`src/core/wdg_pkg.sv`:
```
// Package: constants and types of the watchdog control block
package wdg_pkg;

	// ------------------------------------------------------------
	// Register map (index = printed offset, byte address = 4 x index)
	// ------------------------------------------------------------
	localparam int          WDG_AW          = 12;
	localparam logic [11:0] WDG_IDX_CTRL    = 12'h00c;
	localparam logic [11:0] WDG_IDX_ARM     = 12'h00f;
	localparam logic [11:0] WDG_IDX_CLKSEL  = 12'h020;
	localparam logic [11:0] WDG_IDX_STATUS  = 12'h021;
	localparam logic [11:0] WDG_ADDR_CTRL   = {WDG_IDX_CTRL[9:0], 2'b00};
	localparam logic [11:0] WDG_ADDR_ARM    = {WDG_IDX_ARM[9:0], 2'b00};
	localparam logic [11:0] WDG_ADDR_CLKSEL = {WDG_IDX_CLKSEL[9:0], 2'b00};
	localparam logic [11:0] WDG_ADDR_STATUS = {WDG_IDX_STATUS[9:0], 2'b00};

	// ------------------------------------------------------------
	// Control and clock-select register fields
	// ------------------------------------------------------------
	localparam int WDG_BIT_WINDOW  = 7;
	localparam int WDG_BIT_DBGSTOP = 6;
	localparam int WDG_BIT_MASK    = 5;
	localparam int WDG_RATE_MSB    = 2;
	localparam int WDG_RATE_LSB    = 0;
	localparam int WDG_BIT_CS0     = 0;
	localparam int WDG_BIT_CS1     = 1;

	// ------------------------------------------------------------
	// Reset values, keys and timing
	// ------------------------------------------------------------
	localparam logic [1:0] WDG_CLKSEL_RST = 2'h0;
	localparam logic [7:0] WDG_KEY_FIRST  = 8'h55;
	localparam logic [7:0] WDG_KEY_SECOND = 8'haa;
	localparam logic [4:0] WDG_EXP_MAX    = 5'h18;
	localparam int         WDG_CNT_W      = 25;

	// Exponents for rate codes 1..7, index 0 unused (disabled)
	localparam logic [4:0] WDG_EXP_SLOW [8] = '{5'h00, 5'h0e, 5'h10, 5'h12,
		5'h14, 5'h16, 5'h17, 5'h18};
	localparam logic [4:0] WDG_EXP_FAST [8] = '{5'h00, 5'h07, 5'h09, 5'h0b,
		5'h0d, 5'h0f, 5'h10, 5'h11};

	// ------------------------------------------------------------
	// Sequencer states
	// ------------------------------------------------------------
	typedef enum logic [1:0] {
		WDG_ST_LOAD = 2'b00,
		WDG_ST_RUN  = 2'b01,
		WDG_ST_FIRE = 2'b11
	} wdg_state_t;

endpackage : wdg_pkg

```
`src/core/wdg_control.sv`:
```
// Watchdog control: clock choice, protected control register, arm keys, expiry
//
// The APB slave port was decided locally.
`timescale 1ns/100ps

// Operation
// - Counter clock from aux, reference or oscillator
// - Select-1 clear: runs in stop only in pseudo stop with oscillator selected and enabled
// - Select-1 set: keeps counting in stop
// - Control loaded from flash after reset
// - Debug-stop: free in special, set-only normally
// - Window/rate update only unmasked, once normally
// - Zero writes ignored but use the chance
// - Nonzero flash rate starts a period
// - Clock-select change, or oscillator loss while oscillator selected, restarts
// - Normal-mode restart events on control writes
// - Special mode: every control write restarts
// - Window mode: arm early causes reset
// - First key repeatable, second key restarts
// - Debug-stop freezes counters during debug
// - Mask bit blocks update, keeps the chance
// - Rate selects length; expiry raises reset
// - Special debug override: longest, no window
// - Slow clock rate exponents table
// - Fast clock halved aux, exponents table
// - Wrong arm value causes reset
// - Arm writes ignored while disabled
module wdg_control #(
	parameter logic [4:0] EXP_SHRINK = 5'h00
) (
	input  wire logic                      clock_i,
	input  wire logic                      reset_n_i,
	input  wire logic                      psel_i,
	input  wire logic                      penable_i,
	input  wire logic                      pwrite_i,
	input  wire logic [wdg_pkg::WDG_AW-1:0] paddr_i,
	input  wire logic [31:0]               pwdata_i,
	output logic      [31:0]               prdata_o,
	output logic                           pready_o,
	output logic                           pslverr_o,
	input  wire logic                      aux_clock_i,
	input  wire logic                      internal_reference_clock_i,
	input  wire logic                      oscillator_clock_i,
	input  wire logic                      oscillator_ok_status_i,
	input  wire logic                      special_mode_i,
	input  wire logic                      stop_mode_i,
	input  wire logic                      pseudo_stop_select_i,
	input  wire logic                      osc_in_stop_enable_i,
	input  wire logic                      background_debug_i,
	input  wire logic [7:0]                flash_config_i,
	output logic                           watchdog_reset_o,
	output logic                           counters_frozen_o
);
	import wdg_pkg::*;

	// ------------------------------------------------------------
	// Reset release and pin synchronisers
	// ------------------------------------------------------------
	logic rst_meta_r;
	logic rst_n;
	logic aux_rise, irc_rise, osc_rise;
	logic osc_ok_s;

	always_ff @(posedge clock_i or negedge reset_n_i) begin
		if (!reset_n_i) begin
			rst_meta_r <= 1'b0;
			rst_n      <= 1'b0;
		end else begin
			rst_meta_r <= 1'b1;
			rst_n      <= rst_meta_r;
		end
	end

	wdg_sync_edge u_aux (.clock_i(clock_i), .reset_n_i(rst_n),
		.pin_i(aux_clock_i), .level_o(), .rise_o(aux_rise));
	wdg_sync_edge u_irc (.clock_i(clock_i), .reset_n_i(rst_n),
		.pin_i(internal_reference_clock_i), .level_o(), .rise_o(irc_rise));
	wdg_sync_edge u_osc (.clock_i(clock_i), .reset_n_i(rst_n),
		.pin_i(oscillator_clock_i), .level_o(), .rise_o(osc_rise));
	wdg_sync_edge u_ook (.clock_i(clock_i), .reset_n_i(rst_n),
		.pin_i(oscillator_ok_status_i), .level_o(osc_ok_s), .rise_o());

	// ------------------------------------------------------------
	// Period exponent lookup
	// ------------------------------------------------------------
	function automatic logic [4:0] wdg_exp(input logic fast, input logic [2:0] code);
		logic [4:0] e;
		e = fast ? WDG_EXP_FAST[code] : WDG_EXP_SLOW[code];
		return e;
	endfunction : wdg_exp

	// ------------------------------------------------------------
	// State
	// ------------------------------------------------------------
	wdg_state_t             state_r, state_nxt;
	logic                   window_r, window_nxt;
	logic                   dbgstop_r, dbgstop_nxt;
	logic [2:0]             rate_r, rate_nxt;
	logic                   once_r, once_nxt;
	logic [1:0]             clksel_r, clksel_nxt;
	logic                   armed_r, armed_nxt;
	logic [WDG_CNT_W-1:0]   cnt_r, cnt_nxt;
	logic                   half_r, half_nxt;
	logic                   osc_ok_d_r, osc_ok_d_nxt;
	logic                   wd_reset_r, wd_reset_nxt;
	logic                   frozen_r, frozen_nxt;
	logic                   pready_r, pready_nxt;
	logic                   pslverr_r, pslverr_nxt;
	logic [31:0]            prdata_r, prdata_nxt;

	logic                   setup, access, enabled, override, win_eff, win_open;
	logic                   hit_ctrl, hit_arm, hit_clksel, hit_status;
	logic                   wr_ctrl, wr_arm, wr_clksel;
	logic                   tick, stopped, freeze, count_en, restart, fire, may_write;
	logic [4:0]             exp_cur;
	logic [7:0]             arm_data;
	logic [WDG_CNT_W-1:0]   period, last_cnt, open_at;

	// ------------------------------------------------------------
	// Decode and derived timing
	// ------------------------------------------------------------
	always_comb begin
		setup      = psel_i & ~penable_i;
		access     = psel_i & penable_i & pready_r;
		hit_ctrl   = paddr_i == WDG_ADDR_CTRL;
		hit_arm    = paddr_i == WDG_ADDR_ARM;
		hit_clksel = paddr_i == WDG_ADDR_CLKSEL;
		hit_status = paddr_i == WDG_ADDR_STATUS;
		wr_ctrl    = access & pwrite_i & hit_ctrl & (state_r == WDG_ST_RUN);
		wr_arm     = access & pwrite_i & hit_arm & (state_r == WDG_ST_RUN);
		wr_clksel  = access & pwrite_i & hit_clksel & (state_r == WDG_ST_RUN);
		arm_data   = pwdata_i[7:0];
		enabled    = rate_r != 3'h0;
		override   = enabled & background_debug_i & ~dbgstop_r & special_mode_i;
		win_eff    = window_r & ~override;
		exp_cur    = override ? WDG_EXP_MAX : wdg_exp(clksel_r[WDG_BIT_CS1], rate_r);
		exp_cur    = 5'(exp_cur - EXP_SHRINK);
		period     = {{(WDG_CNT_W-1){1'b0}}, 1'b1} << exp_cur;
		last_cnt   = WDG_CNT_W'(period - 1'b1);
		open_at    = WDG_CNT_W'(period - {2'b00, period[WDG_CNT_W-1:2]});
		win_open   = cnt_r >= open_at;
		// Fast source is aux halved, so only every second aux edge counts
		if (clksel_r[WDG_BIT_CS1])
			tick = aux_rise & half_r;
		else if (clksel_r[WDG_BIT_CS0])
			tick = osc_rise;
		else
			tick = irc_rise;
		stopped    = stop_mode_i & ~clksel_r[WDG_BIT_CS1] & ~(pseudo_stop_select_i
			& clksel_r[WDG_BIT_CS0] & osc_in_stop_enable_i);
		freeze     = background_debug_i & dbgstop_r;
		count_en   = enabled & ~stopped & ~freeze & (state_r == WDG_ST_RUN);
		may_write  = ~pwdata_i[WDG_BIT_MASK] & (special_mode_i | ~once_r);
	end

	// ------------------------------------------------------------
	// Control, arm sequence, counter and bus answer
	// ------------------------------------------------------------
	always_comb begin
		state_nxt    = state_r;
		window_nxt   = window_r;
		dbgstop_nxt  = dbgstop_r;
		rate_nxt     = rate_r;
		once_nxt     = once_r;
		clksel_nxt   = clksel_r;
		armed_nxt    = armed_r;
		cnt_nxt      = cnt_r;
		half_nxt     = aux_rise ? ~half_r : half_r;
		osc_ok_d_nxt = osc_ok_s;
		restart      = 1'b0;
		fire         = 1'b0;
		case (state_r)
			WDG_ST_LOAD: begin
				// Flash contents taken one cycle after reset release
				window_nxt  = flash_config_i[WDG_BIT_WINDOW];
				dbgstop_nxt = flash_config_i[WDG_BIT_DBGSTOP];
				rate_nxt    = flash_config_i[WDG_RATE_MSB:WDG_RATE_LSB];
				restart     = 1'b1;
				state_nxt   = WDG_ST_RUN;
			end
			WDG_ST_RUN: begin
				if (wr_ctrl) begin
					if (special_mode_i) begin
						dbgstop_nxt = pwdata_i[WDG_BIT_DBGSTOP];
						restart     = 1'b1;
					end else begin
						dbgstop_nxt = dbgstop_r | pwdata_i[WDG_BIT_DBGSTOP];
						if (!dbgstop_r && pwdata_i[WDG_BIT_DBGSTOP])
							restart = 1'b1;
					end
					if (may_write) begin
						if (!special_mode_i)
							once_nxt = 1'b1;
						if (pwdata_i[WDG_RATE_MSB:WDG_RATE_LSB] != 3'h0) begin
							rate_nxt = pwdata_i[WDG_RATE_MSB:WDG_RATE_LSB];
							restart  = 1'b1;
						end
						if (pwdata_i[WDG_BIT_WINDOW]) begin
							window_nxt = 1'b1;
							restart    = 1'b1;
						end
					end
				end
				if (wr_clksel && pwdata_i[1:0] != clksel_r) begin
					clksel_nxt = pwdata_i[1:0];
					restart    = 1'b1;
				end
				if (osc_ok_d_r && !osc_ok_s && !clksel_r[WDG_BIT_CS1]
					&& clksel_r[WDG_BIT_CS0])
					restart = 1'b1;
				if (wr_arm && enabled) begin
					if (arm_data != WDG_KEY_FIRST && arm_data != WDG_KEY_SECOND)
						fire = 1'b1;
					else if (win_eff && !win_open)
						fire = 1'b1;
					else if (arm_data == WDG_KEY_FIRST)
						armed_nxt = 1'b1;
					else if (armed_r) begin
						armed_nxt = 1'b0;
						restart   = 1'b1;
					end
				end
				if (restart)
					cnt_nxt = '0;
				else if (count_en && tick) begin
					if (cnt_r >= last_cnt)
						fire = 1'b1;
					else
						cnt_nxt = WDG_CNT_W'(cnt_r + 1'b1);
				end
				if (fire)
					state_nxt = WDG_ST_FIRE;
			end
			WDG_ST_FIRE: begin
				// Sequence state dropped so a new period starts clean
				armed_nxt = 1'b0;
				cnt_nxt   = '0;
				state_nxt = WDG_ST_RUN;
			end
			default: state_nxt = WDG_ST_LOAD;
		endcase
		wd_reset_nxt = fire;
		frozen_nxt   = freeze;
		pready_nxt   = setup;
		pslverr_nxt  = setup & ~(hit_ctrl | hit_arm | hit_clksel | hit_status);
		prdata_nxt   = 32'h0;
		// Mask bit is write-only and reads as zero; arm register reads zero
		if (setup && hit_ctrl)
			prdata_nxt = {24'h0, window_r, dbgstop_r, 3'h0, rate_r};
		else if (setup && hit_clksel)
			prdata_nxt = {30'h0, clksel_r};
		else if (setup && hit_status)
			prdata_nxt = {27'h0, once_r, freeze, win_open, enabled, armed_r};
	end

	always_ff @(posedge clock_i or negedge rst_n) begin
		if (!rst_n) begin
			state_r    <= WDG_ST_LOAD;
			window_r   <= 1'b0;
			dbgstop_r  <= 1'b0;
			rate_r     <= 3'h0;
			once_r     <= 1'b0;
			clksel_r   <= WDG_CLKSEL_RST;
			armed_r    <= 1'b0;
			cnt_r      <= '0;
			half_r     <= 1'b0;
			osc_ok_d_r <= 1'b0;
			wd_reset_r <= 1'b0;
			frozen_r   <= 1'b0;
			pready_r   <= 1'b0;
			pslverr_r  <= 1'b0;
			prdata_r   <= 32'h0;
		end else begin
			state_r    <= state_nxt;
			window_r   <= window_nxt;
			dbgstop_r  <= dbgstop_nxt;
			rate_r     <= rate_nxt;
			once_r     <= once_nxt;
			clksel_r   <= clksel_nxt;
			armed_r    <= armed_nxt;
			cnt_r      <= cnt_nxt;
			half_r     <= half_nxt;
			osc_ok_d_r <= osc_ok_d_nxt;
			wd_reset_r <= wd_reset_nxt;
			frozen_r   <= frozen_nxt;
			pready_r   <= pready_nxt;
			pslverr_r  <= pslverr_nxt;
			prdata_r   <= prdata_nxt;
		end
	end

	assign watchdog_reset_o  = wd_reset_r;
	assign counters_frozen_o = frozen_r;
	assign pready_o          = pready_r;
	assign pslverr_o         = pslverr_r;
	assign prdata_o          = prdata_r;
endmodule : wdg_control

```
`src/core/wdg_sync_edge.sv`:
```
// Two-flop synchroniser with rising-edge pulse for one asynchronous pin
`timescale 1ns/100ps
module wdg_sync_edge (
	input  wire logic clock_i,
	input  wire logic reset_n_i,
	input  wire logic pin_i,
	output logic      level_o,
	output logic      rise_o
);

	logic meta_r;
	logic meta_nxt;
	logic sync_r;
	logic sync_nxt;
	logic last_r;
	logic last_nxt;

	// ------------------------------------------------------------
	// Next state
	// ------------------------------------------------------------
	always_comb begin
		meta_nxt = pin_i;
		sync_nxt = meta_r;
		last_nxt = sync_r;
	end

	// Only the second flop feeds the edge detector
	always_ff @(posedge clock_i or negedge reset_n_i) begin
		if (!reset_n_i) begin
			meta_r <= 1'b0;
			sync_r <= 1'b0;
			last_r <= 1'b0;
		end else begin
			meta_r <= meta_nxt;
			sync_r <= sync_nxt;
			last_r <= last_nxt;
		end
	end

	assign level_o = sync_r;
	assign rise_o  = sync_r & ~last_r;

endmodule : wdg_sync_edge

```
`config.mk`:
```
export PLATFORM = sky130hd
export DESIGN_NAME = wdg_control
export DESIGN_NICKNAME = d
export VERILOG_FILES = /design/src/core/wdg_pkg.sv /design/src/core/wdg_control.sv /design/src/core/wdg_sync_edge.sv
export SDC_FILE = /design/constraint.sdc
export NUM_CORES = 1
export LEC_CHECK = 0
export ABC_AREA = 1
export BUFFER_PORTS_ARGS = -buffer_cell sky130_fd_sc_hd__buf_2
export CELL_PAD_IN_SITES_DETAIL_PLACEMENT = 1
export CELL_PAD_IN_SITES_GLOBAL_PLACEMENT = 1
export CORE_MARGIN = 4
export CORE_UTILIZATION = 42
export CTS_CLUSTER_SIZE = 24
export DETAILED_ROUTE_END_ITERATION = 8
export GPL_TIMING_DRIVEN = 1
export PLACE_DENSITY = 0.85
export SETUP_SLACK_MARGIN = 0.5
export SLEW_MARGIN = 0
export SYNTH_ARGS = -nofsm -noshare
export SYNTH_HDL_FRONTEND = slang
export SYNTH_SLANG_ARGS = --single-unit
```
`constraint.sdc`:
```
create_clock -name clock_i -period 2.4 [get_ports clock_i]
set_input_delay 0.48 -clock clock_i [delete_from_list [all_inputs] [get_ports clock_i]]
set_output_delay 0.48 -clock clock_i [all_outputs]
set_load 0.1 [all_outputs]
```
==> results of run 1 <==
==> metal layers <==
metal / global-route usage, % / overflow
met5: 7.27 / 0
met2: 84.5 / 4
met4: 61.5 / 7
met1: 59.5 / 0
met3: 35.3 / 0
==> metrics by stage <==
step	setup slack (ns)	area, um2
after CTS	-2.80	10400
after floorplan	-2.52	7330
after global placement	-2.64	9180
after detailed placement	-3.20	9180
==> kinds of logic after synthesis <==
| kind of cell | after synthesis | share of synthesized area [%] |
|---|---|---|
| flops | 62 | 21.7 |
| fa+ha+maj | 86 | 15.2 |
| other cells | 2 | 0.105 |
| compound gates | 130 | 10.6 |
| simple gates | 538 | 35.9 |
| buf+inv | 169 | 10.6 |
| xor+xnor | 48 | 5.89 |
==> timing repair <==
action                                  CTS
buffers inserted                         48
cloned                                    3
gates resized for setup                 141
pin swaps                                61
endpoints found under the setup margin   32
endpoints found under the hold margin     2
hold buffers                              1
==> results.cfg, run 1 <==
[logic_synthesis]
syn_inst = 1035
ys_ff_latch = 62
synth.cell_area_um2 = 7140
synth-edff-count = 0
ys_warn_count = 0
synth_top_flop_cell = dfrtp_1
yosys-top-cells-count = 247 x nand2_1, 119 x inv_1, 98 x nor2_1
synth_area_leaders = dfrtp_1 22%, ha_1 15%, nand2_1 13%
yosys.area.top_type = dfrtp_1
synth.distinct_cells = 50
post-synth-top-count-cell = nand2_1
synth_top_area_share_pct = 21.7
ys_seq_area_share_pct = 21.7
synth_async_sr_flop_share_pct = 100
syn_avg_cell_area_um2 = 6.90

[clocking]
htreeDepth = 3
cts_buffers = 9
max-clock-path-buffers = 2
root_buffer = clkbuf_16
cts.sinks = 62

[placed_design]
dp.cells = 1499
dp_hpwl_um = 25100
port_buffers = 49
gp_congestion = 0.933

[global_route]
grt_max_degree = 30
grt_overflow = 11
grt_usage_pct = 60.2

[floorplanning]
fp.dieH_um = 138
ioPinCount = 102
die_w_um = 138
start_util_pct = 42.9
fp-row-count = 47

[timing]
endpoint_type = register data pin
worst_endpoint = cnt_r[14]$_DFFE_PN0P_/D

[outcome]
firstError = [ERROR GRT-0232] Routing congestion too high. Check the congestion heatmap in the GUI.
lastStage = 5_1_grt
status = stopped before the end
==> run 2: changes to the inputs <==
Settings changed: CELL_PAD_IN_SITES_DETAIL_PLACEMENT 1 to not set, CELL_PAD_IN_SITES_GLOBAL_PLACEMENT 1 to not set, CORE_UTILIZATION 42 to 35, CTS_CLUSTER_SIZE 24 to not set, PLACE_DENSITY 0.85 to not set, PLACE_DENSITY_LB_ADDON set to 0.15, SETUP_SLACK_MARGIN 0.5 to not set.
==> run 2 against run 1 <==
Area after synthesis unchanged. Synthesized cell count is the same. The flow now finishes, with violations (negative setup slack).
==> results.cfg, run 2 <==
[worst_setup_path]
worstPathArrival_ns = 5.28
cpMostUsedCell = nand2_2
max_stage_delay_ns = 0.42
worst-path-max-fanout = 12
critPathKind = reg2reg
start_kind = flop
crit_family = simple AND/OR/NAND/NOR gates
path_buf_inv = 8
critPathSlowestCell = dfrtp_1
end_kind = flop
required_ns = 2.62

[floorplanning]
fp.dieH_um = 151
core-area_um2 = 19800
start_util_pct = 36.1
fp-row-count = 51
die-area_um2 = 22700
die_w_um = 151
ioPinCount = 102

[outcome]
violations = negative setup slack
status = finished with violations

[logic_synthesis]
synth_top_family_by_area = simple AND/OR/NAND/NOR gates
post-synth-top-count-cell = nand2_1
synthAdderAreaFrac_pct = 15.2
ys_warn_count = 0
yosys-top-cells-count = 247 x nand2_1, 119 x inv_1, 98 x nor2_1
synth.distinct_cells = 50
synth_area_leaders = dfrtp_1 22%, ha_1 15%, nand2_1 13%
yosys.area_share.simple_pct = 35.9
synth_xor_xnor_area_share_pct = 5.89
synth-edff-count = 0
ys_seq_area_share_pct = 21.7
yosys.area.top_type = dfrtp_1
syn_inst = 1035
synth.cell_area_um2 = 7140
synth_compound_area_share_pct = 10.6
synth_async_sr_flop_share_pct = 100
synthMuxAreaShare_pct = 0
syn_avg_cell_area_um2 = 6.90
synth_top_flop_cell = dfrtp_1
ys_ff_latch = 62
synth_top_area_share_pct = 21.7

[timing]
clock.fmax_mhz = 198
final_hold_viol_count = 0
fin_skew_ns = 0.00909
fin_crit_sh_pct = 211
postLayoutSetupSlackWorst_ns = -2.66
setup_tns_ns = -75.72
min_period_ns = 5.06
hold_slack_ns = 0.241
rsz0062_at_grt = yes
slew_violations = 0
setup_violations = 29
tightest_slew_ns = 0.565
max_slew_margin_pct = 62.3

[clocking]
cts_tree = built
cts_buffers = 9
clkTransAtPathRegs_ns = 0.06
cts.sinks = 62
htreeDepth = 3
max-clock-path-buffers = 2
insertion_delay_ns = 0.34
root_buffer = clkbuf_16

[routing]
vias = 7922
dr.pass1.iters = 5
avgViaCountPerCell = 4.88
drt-initial-drc-count = 473
ant_nets = 0
avgRoutedWirePerCell_um = 15.0
drt-total-wl_um = 24400
drc = 0

[global_route]
grt_antenna_before_repair = 0
grt_usage_pct = 21.7
grt_max_degree = 61
grt_overflow = 0
grt_pass1_vias = 7705
grt_pass1_wl_um = 38800

[placed_design]
gp_congestion = 0.913
dp_hpwl_um = 19300
dpl-instance-area_um2 = 9380
port_buffers = 49
dp.cells = 1561

[layout]
top_register = cnt_r
multiInputGateArea_um2 = 5630
regArea_um2 = 1550
layout_commonest_cell = buf_4
final_cell_area_um2 = 10700
largest_reg_flops = 25
layout_common_cells = 249 x buf_4, 198 x nand2_1, 112 x inv_1
area_delta_synth_final_pct = 50.4
final_nets = 1504
final_cells = 1622
fillers = 1929
diodes = 0
drive_above_1_share_pct = 38.3
postLayoutCoreUtil_pct = 54.3

[job]
max_cap_viol_count = 0

[hold_path]
hold_path.class = in2reg

[power_and_ir_drop]
p_int_uw = 2860
swShare_pct = 39.5
comb_power_share_pct = 47.7
power_density_nw_per_um2 = 440
power.switching_uw = 1870
leakage_uw = 0.00574
seq_power_share_pct = 24.1
ir_worst_vdd_mv = 0.350
p_clk_share_pct = 28.2
[run 2: path summary, 6_finish.rpt]
| kind | start | end | slack, ns | depth (start not counted) |
|---|---|---|---|---|
| max | rate_r[0] | cnt_r[3] | -2.66 | 40 |
| min | oscillator_clock_i | u_osc.meta_r | 0.24 | 1 |
| max reg2reg | rate_r[0] | cnt_r[3] | -2.66 | 40 |
| min reg2reg | rst_n | u_aux.level_o | 0.27 | 1 |
| max in group asynchronous | reset_n_i | rst_n | 1.84 | 2 |
| min in group asynchronous | rst_n | u_aux.level_o | 0.27 | 1 |
[run 2: per-layer routing]
metal	global-route usage (%)	vias to the layer above	share of wire (%)
li1	-	4052	-
met1	29.4	3654	45
met2	36.8	190	48
met3	3.11	26	5.1
met4	4.90	0	1.7
met5	0	-	0
[run 2: repair_timing]
item / 4_1_cts / 5_1_grt
hold buffers: 1 / 0
cloned: 4 / 1
pin swaps: 39 / 57
hold endpoints to repair: 2 / 0
endpoints found under the setup margin: 29 / 29
gates resized for setup: 101 / 80
buffers inserted: 37 / 9
[run 2: kinds of logic (layout without fill, tap and decap cells)]
| kind of cell | after synthesis | count (layout) |
|---|---|---|
| buffers and inverters | 169 | 467 |
| and+or+nand+nor | 538 | 538 |
| xor gates and xnor gates | 48 | 48 |
| other | 2 | 26 |
| AOI/OAI and AO/OA | 130 | 130 |
| DFF | 62 | 62 |
| adders and majority gates | 86 | 86 |
[run 2: power groups by stage]
stage / clock (uW) / sequential [uW] / combinational (uW)
2_1_floorplan: 0 / 1190 / 1160
3_3_place_gp: 0 / 1160 / 1920
3_5_place_dp: 0 / 1160 / 1940
4_1_cts: 1360 / 1140 / 2110
5_1_grt: 1410 / 1150 / 2470
6_report: 1330 / 1140 / 2260
[run 2: metrics by stage]
step	setup WS (ns)	total power, uW
finish	-2.66	4730
global route	-3.02	5030
floorplan	-2.52	2350
global placement	-2.89	3080
detailed placement	-3.00	3090
CTS	-2.69	4620
[run 2: cell type report]
type,instances,share of cell area [%]
Sequential cell,62,14.5
Inverter,131,4.74
Multi-Input combinational cell,828,52.5
Clock inverter,6,0.664
Clock buffer,10,2.13
Tap cell,265,3.09
Timing Repair Buffer,320,22.4
[run 2: worst register-to-register path, delay by kind of cell, from the launching register on]
kind | cells | cell delay [ns]
AOI/OAI and AO/OA | 3 | 0.38
xor gates and xnor gates | 1 | 0.16
buffers and inverters | 8 | 0.97
and+or+nand+nor | 25 | 2.36
DFF | 1 | 0.42
adders and majority gates | 3 | 0.65
No activity file was read; power rests on OpenSTA's default activity.
